===== src/hw/sbd_defs.vh =====
`ifndef SBD_DEFS_VH
`define SBD_DEFS_VH
// register byte offsets
`define SBD_OFF_MASK0      8'h00
`define SBD_OFF_MASK1      8'h04
`define SBD_OFF_CTRL0      8'h08
`define SBD_OFF_CTRL1      8'h0C
`define SBD_OFF_IRQ_STAT   8'h10
`define SBD_OFF_IRQ_MASK   8'h14
`define SBD_OFF_HIT_STAT   8'h18
// mask register fields
`define SBD_BAM_HI         31
`define SBD_BAM_LO         18
`define SBD_WP_BIT         8
`define SBD_ATM_HI         6
`define SBD_ATM_LO         1
`define SBD_VALID_BIT      0
`define SBD_MASK_RST       32'h00000000
// control register fields
`define SBD_BASE_HI        31
`define SBD_BASE_LO        18
`define SBD_PS_HI          5
`define SBD_PS_LO          4
`define SBD_PM_BIT         2
`define SBD_COL10_BIT      0
`define SBD_CTRL_RST       32'h00000000
`define SBD_PS_8BIT        2'h1
// interrupt status bits
`define SBD_EV_EXC         0
`define SBD_EV_EXT         1
`define SBD_EV_MISS        2
`define SBD_EV_W           3
`endif


===== src/hw/sbd_decode.v =====
// The APB interface to the registers and the register offsets were left to the implementer.
`timescale 1ns/100ps
`default_nettype none
`include "sbd_defs.vh"
module sbd_decode #(
  parameter AW = 23
)(
  input  wire        pclk,
  input  wire        presetn,
  input  wire        psel,
  input  wire        penable,
  input  wire        pwrite,
  input  wire [7:0]  paddr,
  input  wire [31:0] pwdata,
  output reg  [31:0] prdata,
  output wire        pready,
  output wire        pslverr,
  input  wire        acc_valid,
  input  wire [31:0] acc_addr,
  input  wire        acc_write,
  input  wire [5:0]  acc_type,
  input  wire        cs_match,
  input  wire        col_phase,
  output reg  [1:0]  blk_hit,
  output reg         addr_exc,
  output reg         ext_cycle,
  output reg         page_mode,
  output reg  [1:0]  port_size,
  output reg         map_ok,
  output reg  [AW-1:0] sdram_addr,
  output wire        irq
);
  reg  [31:0] mask_reg [0:1];
  reg  [31:0] ctrl_reg [0:1];
  reg  [3:0]  irq_stat;
  reg  [3:0]  irq_mask;
  reg  [31:0] lat_addr;
  reg         lat_blk;
  wire [1:0]  raw_hit;
  wire [1:0]  prot;
  wire        wr_en;
  reg         rd_ok;
  wire        any_hit;
  wire        any_prot;
  wire        sel_blk;
  wire [1:0]  win_hit;
  wire [3:0]  ev;
  reg  [31:0] next_prdata;
  reg  [AW-1:0] next_sdram_addr;
  wire [AW+31:0] pad_addr;
  wire [AW-1:0] row9;
  wire [AW-1:0] row10;
  wire [AW-1:0] col9;
  wire [AW-1:0] col10;

  assign pready  = 1'b1;
  assign wr_en   = psel & penable & pwrite;
  always @*
  begin
    rd_ok = 1'b0;
    if (paddr == `SBD_OFF_MASK0)
      rd_ok = 1'b1;
    else if (paddr == `SBD_OFF_MASK1)
      rd_ok = 1'b1;
    else if (paddr == `SBD_OFF_CTRL0)
      rd_ok = 1'b1;
    else if (paddr == `SBD_OFF_CTRL1)
      rd_ok = 1'b1;
    else if (paddr == `SBD_OFF_IRQ_STAT)
      rd_ok = 1'b1;
    else if (paddr == `SBD_OFF_IRQ_MASK)
      rd_ok = 1'b1;
    else if (paddr == `SBD_OFF_HIT_STAT)
      rd_ok = 1'b1;
  end
  // unmapped addresses answer with an error and change nothing
  assign pslverr = psel & penable & ~rd_ok;

  genvar g;
  generate
    for (g = 0; g < 2; g = g + 1)
    begin : blk
      wire [13:0] base_addr_mask   = mask_reg[g][`SBD_BAM_HI:`SBD_BAM_LO];
      wire [13:0] base  = ctrl_reg[g][`SBD_BASE_HI:`SBD_BASE_LO];
      // masked bits drop out of the compare, need not be contiguous
      wire        amatch = (((acc_addr[31:18] ^ base) & ~base_addr_mask) == 14'h0000);
      wire        tok    = ((acc_type & mask_reg[g][`SBD_ATM_HI:`SBD_ATM_LO]) == 6'h00);
      assign raw_hit[g] = acc_valid & mask_reg[g][`SBD_VALID_BIT] & amatch & tok;
      assign prot[g]    = raw_hit[g] & acc_write & mask_reg[g][`SBD_WP_BIT];
    end
  endgenerate

  // one writer for both register pairs avoids split drivers on the arrays
  always @(posedge pclk or negedge presetn)
  begin
    if (!presetn)
    begin
      mask_reg[0] <= `SBD_MASK_RST;
      mask_reg[1] <= `SBD_MASK_RST;
      ctrl_reg[0] <= `SBD_CTRL_RST;
      ctrl_reg[1] <= `SBD_CTRL_RST;
    end
    else if (wr_en)
    begin
      // reserved bits are not stored and read back as zero
      if (paddr == `SBD_OFF_MASK0)
        mask_reg[0] <= pwdata & 32'hFFFC017F;
      else if (paddr == `SBD_OFF_MASK1)
        mask_reg[1] <= pwdata & 32'hFFFC017F;
      else if (paddr == `SBD_OFF_CTRL0)
        ctrl_reg[0] <= pwdata & 32'hFFFC0035;
      else if (paddr == `SBD_OFF_CTRL1)
        ctrl_reg[1] <= pwdata & 32'hFFFC0035;
    end
  end

  // block 0 wins when both blocks overlap; the losing block never counts
  assign win_hit  = {raw_hit[1] & ~raw_hit[0], raw_hit[0]};
  assign sel_blk  = ~raw_hit[0];
  assign any_hit  = |(win_hit & ~prot);
  assign any_prot = |(win_hit & prot);
  assign ev[`SBD_EV_EXC]  = any_prot & ~cs_match;
  assign ev[`SBD_EV_EXT]  = any_prot & cs_match;
  assign ev[`SBD_EV_MISS] = acc_valid & ~(|raw_hit);
  assign ev[`SBD_EV_W]    = 1'b0;
  assign irq = |(irq_stat & irq_mask);

  always @(posedge pclk or negedge presetn)
  begin
    if (!presetn)
      irq_stat <= 4'h0;
    else
    begin
      // a new event beats a clearing write in the same cycle
      if (wr_en && paddr == `SBD_OFF_IRQ_STAT)
        irq_stat <= (irq_stat & ~pwdata[3:0]) | ev;
      else
        irq_stat <= irq_stat | ev;
    end
  end

  always @(posedge pclk or negedge presetn)
  begin
    if (!presetn)
      irq_mask <= 4'h0;
    else if (wr_en && paddr == `SBD_OFF_IRQ_MASK)
      irq_mask <= pwdata[3:0];
  end

  always @(posedge pclk or negedge presetn)
  begin
    if (!presetn)
    begin
      blk_hit   <= 2'h0;
      addr_exc  <= 1'b0;
      ext_cycle <= 1'b0;
    end
    else
    begin
      blk_hit   <= win_hit & ~prot;
      addr_exc  <= ev[`SBD_EV_EXC];
      ext_cycle <= ev[`SBD_EV_EXT];
    end
  end

  // address held for the row and column phases of the access
  always @(posedge pclk or negedge presetn)
  begin
    if (!presetn)
    begin
      lat_addr <= 32'h00000000;
      lat_blk  <= 1'b0;
    end
    else if (any_hit)
    begin
      lat_addr <= acc_addr;
      lat_blk  <= sel_blk;
    end
  end

  // zero padding lets the upper lines run past address bit 31
  assign pad_addr = {{AW{1'b0}}, lat_addr};

  generate
    for (g = 0; g < AW; g = g + 1)
    begin : line
      if (g < 9)
      begin : low
        assign row9[g]  = pad_addr[17-g];
        assign row10[g] = pad_addr[17-g];
        assign col9[g]  = pad_addr[g];
        assign col10[g] = pad_addr[g];
      end
      else if (g == 9)
      begin : mid
        assign row9[g]  = pad_addr[18];
        assign row10[g] = pad_addr[19];
        assign col9[g]  = 1'b0;
        assign col10[g] = pad_addr[18];
      end
      else
      begin : high
        assign row9[g]  = pad_addr[g+9];
        assign row10[g] = pad_addr[g+10];
        assign col9[g]  = 1'b0;
        assign col10[g] = 1'b0;
      end
    end
  endgenerate

  always @*
  begin
    next_sdram_addr = {AW{1'b0}};
    // only the 8-bit port mapping exists here; other sizes drive zero
    if (ctrl_reg[lat_blk][`SBD_PS_HI:`SBD_PS_LO] == `SBD_PS_8BIT)
    begin
      if (ctrl_reg[lat_blk][`SBD_COL10_BIT])
        next_sdram_addr = col_phase ? col10 : row10;
      else
        next_sdram_addr = col_phase ? col9 : row9;
    end
  end

  always @(posedge pclk or negedge presetn)
  begin
    if (!presetn)
    begin
      sdram_addr <= {AW{1'b0}};
      page_mode  <= 1'b0;
      port_size  <= 2'h0;
      map_ok     <= 1'b0;
    end
    else
    begin
      sdram_addr <= next_sdram_addr;
      page_mode  <= ctrl_reg[lat_blk][`SBD_PM_BIT];
      port_size  <= ctrl_reg[lat_blk][`SBD_PS_HI:`SBD_PS_LO];
      map_ok     <= (ctrl_reg[lat_blk][`SBD_PS_HI:`SBD_PS_LO] == `SBD_PS_8BIT);
    end
  end

  always @*
  begin
    next_prdata = 32'h00000000;
    if (paddr == `SBD_OFF_MASK0)
      next_prdata = mask_reg[0];
    else if (paddr == `SBD_OFF_MASK1)
      next_prdata = mask_reg[1];
    else if (paddr == `SBD_OFF_CTRL0)
      next_prdata = ctrl_reg[0];
    else if (paddr == `SBD_OFF_CTRL1)
      next_prdata = ctrl_reg[1];
    else if (paddr == `SBD_OFF_IRQ_STAT)
      next_prdata = {28'h0000000, irq_stat};
    else if (paddr == `SBD_OFF_IRQ_MASK)
      next_prdata = {28'h0000000, irq_mask};
    else if (paddr == `SBD_OFF_HIT_STAT)
      next_prdata = {28'h0000000, lat_blk, ext_cycle, blk_hit};
  end

  // read data registered in the setup cycle, valid in the access phase
  always @(posedge pclk or negedge presetn)
  begin
    if (!presetn)
      prdata <= 32'h00000000;
    else if (psel && !penable)
      prdata <= next_prdata;
  end
endmodule
`default_nettype wire


===== config.mk =====
export PLATFORM = sky130hd
export DESIGN_NAME = sbd_decode
export DESIGN_NICKNAME = d
export VERILOG_FILES = /design/src/hw/sbd_decode.v
export VERILOG_INCLUDE_DIRS = /design/src /design/src/hw
export SDC_FILE = /design/constraint.sdc
export NUM_CORES = 1
export LEC_CHECK = 0
export BUFFER_PORTS_ARGS = -buffer_cell sky130_fd_sc_hd__buf_2
export CAP_MARGIN = 20
export CORE_AREA = 2 2 96 144
export CTS_BUF_LIST = sky130_fd_sc_hd__clkbuf_4 sky130_fd_sc_hd__clkbuf_8
export DETAILED_ROUTE_END_ITERATION = 10
export DIE_AREA = 0 0 98 146
export GPL_ROUTABILITY_DRIVEN = 0
export HOLD_SLACK_MARGIN = 0.05
export PLACE_DENSITY = 0.88
export SYNTH_ARGS = -nofsm -noshare
export SYNTH_HDL_FRONTEND = slang
export SYNTH_SLANG_ARGS = --single-unit

===== constraint.sdc =====
create_clock -name pclk -period 4.6 [get_ports pclk]
set_clock_uncertainty 0.05 [all_clocks]
set_input_delay 0.69 -clock pclk [delete_from_list [all_inputs] [get_ports pclk]]
set_output_delay 0.69 -clock pclk [all_outputs]
set_load 0.01 [all_outputs]

==> flow_metrics.env <==
export IMPL_port_buffers=131
export IMPL_start_util_pct=61.3
export IMPL_drtIter0Drc=415
export IMPL_outcome="completed"
export IMPL_clock_sinks=174
export IMPL_irDropWorstVdd_v=0.000225
export IMPL_syn_to_final_growth_pct=14.4
export IMPL_crit_type="in2reg"
export IMPL_ys_seq_elements=174
export IMPL_antenna_found_initial=1
export IMPL_postRouteAntennaNets=0
export IMPL_nets=838
export IMPL_period_minus_slack_ps=2800
export IMPL_grtUsageTotal_pct=26.0
export IMPL_drive_gt1_share_pct=41.1
export IMPL_worstSetupEndpointType="register"
export IMPL_cp_cell_sequence="buf_2, or4_4, or3_4, nor3b_4, nand2_2, mux2_4"
export IMPL_synth_edf_count=0
export IMPL_via_per_inst=5.88
export IMPL_synth_cell_type_count=51
export IMPL_routed_via_count=5429
export IMPL_finalCritPeriodShare_pct=61.0
export IMPL_synthCells=626
export IMPL_cts_htree_levels=4
export IMPL_worstHoldPathType="in2async"
export IMPL_grt_max_degree=104
export IMPL_grt_pass1_vias=5756
export IMPL_post_synth_cell_area_avg_um2=12.7
export IMPL_die_x_um=98
export IMPL_syn_cell_area_mm2=0.00794
export IMPL_worstPathMaxFanout=22
export IMPL_drv_cap=0
export IMPL_clk_latency_ps=460
export IMPL_cts_tree="yes"
export IMPL_cts_buffers=17
export IMPL_cp_required_ps=4890
export IMPL_ctsRootBufferMaster="clkbuf_8"
export IMPL_fin_tns_setup_ps=0
export IMPL_fp_dieH_um=146
export IMPL_largest_reg_flops=32
export IMPL_firstDrtPassIters=5
export IMPL_io_pins=153
export IMPL_hold_viol=0
export IMPL_cts_path_max_buffers=2
export IMPL_path_clk_slew_ps=100
export IMPL_worstPathArrival_ps=3090
export IMPL_max_freq_mhz=357
export IMPL_top_register="lat_addr"
export IMPL_power_density_mw_per_mm2=307
export IMPL_rows=51
export IMPL_core_area_mm2=0.0130
export IMPL_worst_pin_slew_ps=892
export IMPL_dp_hpwl_mm=12.9
export IMPL_ys_seq_area_share_pct=54.9
export IMPL_cpPeakStageDelay_ps=550
export IMPL_cp_slowest_cell="or4_4"
export IMPL_synth_flop_cell="dfrtp_1"
export IMPL_post_synth_top_area_cell="dfrtp_1"
export IMPL_grt_first_pass_wirelength_mm=29.2
export IMPL_cts_setup_buffers=0
export IMPL_postLayoutCoreUtil_pct=70.1
export IMPL_maxSlewViolCount=0
export IMPL_p_leak_nw=4.57
export IMPL_cts_repair_resized=0
export IMPL_async_flop_share_pct=100
export IMPL_postCtsHoldBufs=0
export IMPL_die_area_mm2=0.0143
export IMPL_slew_headroom_pct=40.5
export IMPL_setup_viol=0
export IMPL_grt_ovfl_total=0
export IMPL_drc=0
export IMPL_synth_top_area_share_pct=54.9
export IMPL_start_kind="input pin"
export IMPL_wl_mm=17.9
export IMPL_rsz0062_at_grt="no"
export IMPL_synth_area_leaders="dfrtp_1, mux2_2, mux4_2, nand2_1, mux2_4"
export IMPL_synth_warnings=0
export IMPL_wire_per_inst_um=19.4
export IMPL_n_fill_cell=873
-- synthesized netlist by cell type, drive strengths merged (2+ instances only) --
| library cell | count |
|---|---|
| dfrtp | 174 |
| mux2 | 118 |
| nand2 | 83 |
| xnor2 | 28 |
| a21oi | 26 |
| o21ai | 26 |
| nor2 | 23 |
| buf | 22 |
| clkbuf | 20 |
| mux4 | 16 |
| mux2i | 15 |
| o22ai | 13 |
| a22oi | 8 |
| inv | 7 |
| nand4 | 7 |
| and2 | 4 |
| a22o | 3 |
| nand3 | 3 |
| nor3 | 3 |
| a311oi | 2 |
| conb | 2 |
| nand2b | 2 |
| nor4 | 2 |
| o31ai | 2 |
-- critical path: cells and delay by family --
kind	cells	cell delay, ps
muxes	1	490
and+or+nand+nor	4	1800
buffers and inverters	1	100
-- worst paths after layout --
| check | cells after the start | slack (ps) | startpoint | end |
|---|---|---|---|---|
| max in group asynchronous | 2 | 3200 | presetn | blk[0].base_addr_mask[10] |
| setup reg to reg | 7 | 1940 | blk[1].base[11] | lat_addr[19] |
| min in group pclk | 2 | 400 | acc_addr[14] | lat_addr[14] |
| hold reg to reg | 2 | 430 | prdata[26] | prdata[26] |
| setup / recovery | 6 | 1800 | paddr[7] | blk[1].base_addr_mask[3] |
| hold / removal | 1 | 260 | presetn | lat_addr[16] |
-- cell families after synthesis --
kind of cell	after synthesis	synth area share, %
other cells	2	0.0946
simple gates	135	7.95
compound gates	89	6.73
flops	174	54.9
xor+xnor	28	3.09
buf+inv	49	3.15
mux	149	24.1
-- metrics by stage --
step	setup slack (ps)	total power, mW	cell area [um2]	cells	hold slack, ps
floorplan	1910	1.66	7970	635	344
global placement	1360	1.75	8680	891	411
detailed placement	1330	1.76	8680	891	414
CTS	1830	2.80	9080	923	301
global route	1730	2.89	9080	924	331
finish	1800	2.78	9080	924	258
-- layout make-up --
class                   instances  area [um2]  share of cell area, %
inverters                       7        26.3                  0.289
well taps                     159         199                   2.19
diodes                          1        2.50                 0.0276
repair buffers                139         722                   7.95
clock buffers                  18         248                   2.73
multi-input cells             412        3380                   37.2
clock inverters                14         150                   1.65
flip-flops and latches        174        4350                   48.0
-- per-layer routing --
layer | up-vias | GRT usage (%) | wire length [um]
li1 | 2457 | - | -
met3 | 46 | 6.53 | 1310
met2 | 229 | 42.9 | 9030
met5 | - | 0 | 0
met1 | 2697 | 32.6 | 6910
met4 | 0 | 11.0 | 643
-- power by group --
group / internal (mW) / switching, mW
clock: 0.465 / 0.591
combinational: 0.0677 / 0.110
sequential: 1.54 / 0.0102
-- placed cells by master (no fill, tap or decap), types with 2 or more instances in the layout --
| cell type | instances |
|---|---|
| clkinv_4 | 2 |
| a21oi_1 | 26 |
| buf_4 | 8 |
| nand4_1 | 6 |
| a22o_1 | 3 |
| a22oi_1 | 8 |
| o21ai_0 | 26 |
| conb_1 | 11 |
| mux2_2 | 96 |
| inv_6 | 4 |
| inv_1 | 7 |
| o31ai_1 | 2 |
| a311oi_1 | 2 |
| mux2_1 | 2 |
| mux2i_1 | 14 |
| nand2_1 | 82 |
| nand3_1 | 2 |
| nand2b_1 | 2 |
| mux4_2 | 16 |
| xnor2_1 | 28 |
| dfrtp_1 | 174 |
| nor2_1 | 23 |
| and2_1 | 4 |
| mux2_4 | 20 |
| clkbuf_8 | 18 |
| buf_2 | 130 |
| clkinvlp_4 | 3 |
| inv_8 | 4 |
| o22ai_1 | 13 |
| nor4_1 | 2 |
Note: power is estimated with default switching activity, not from simulation.
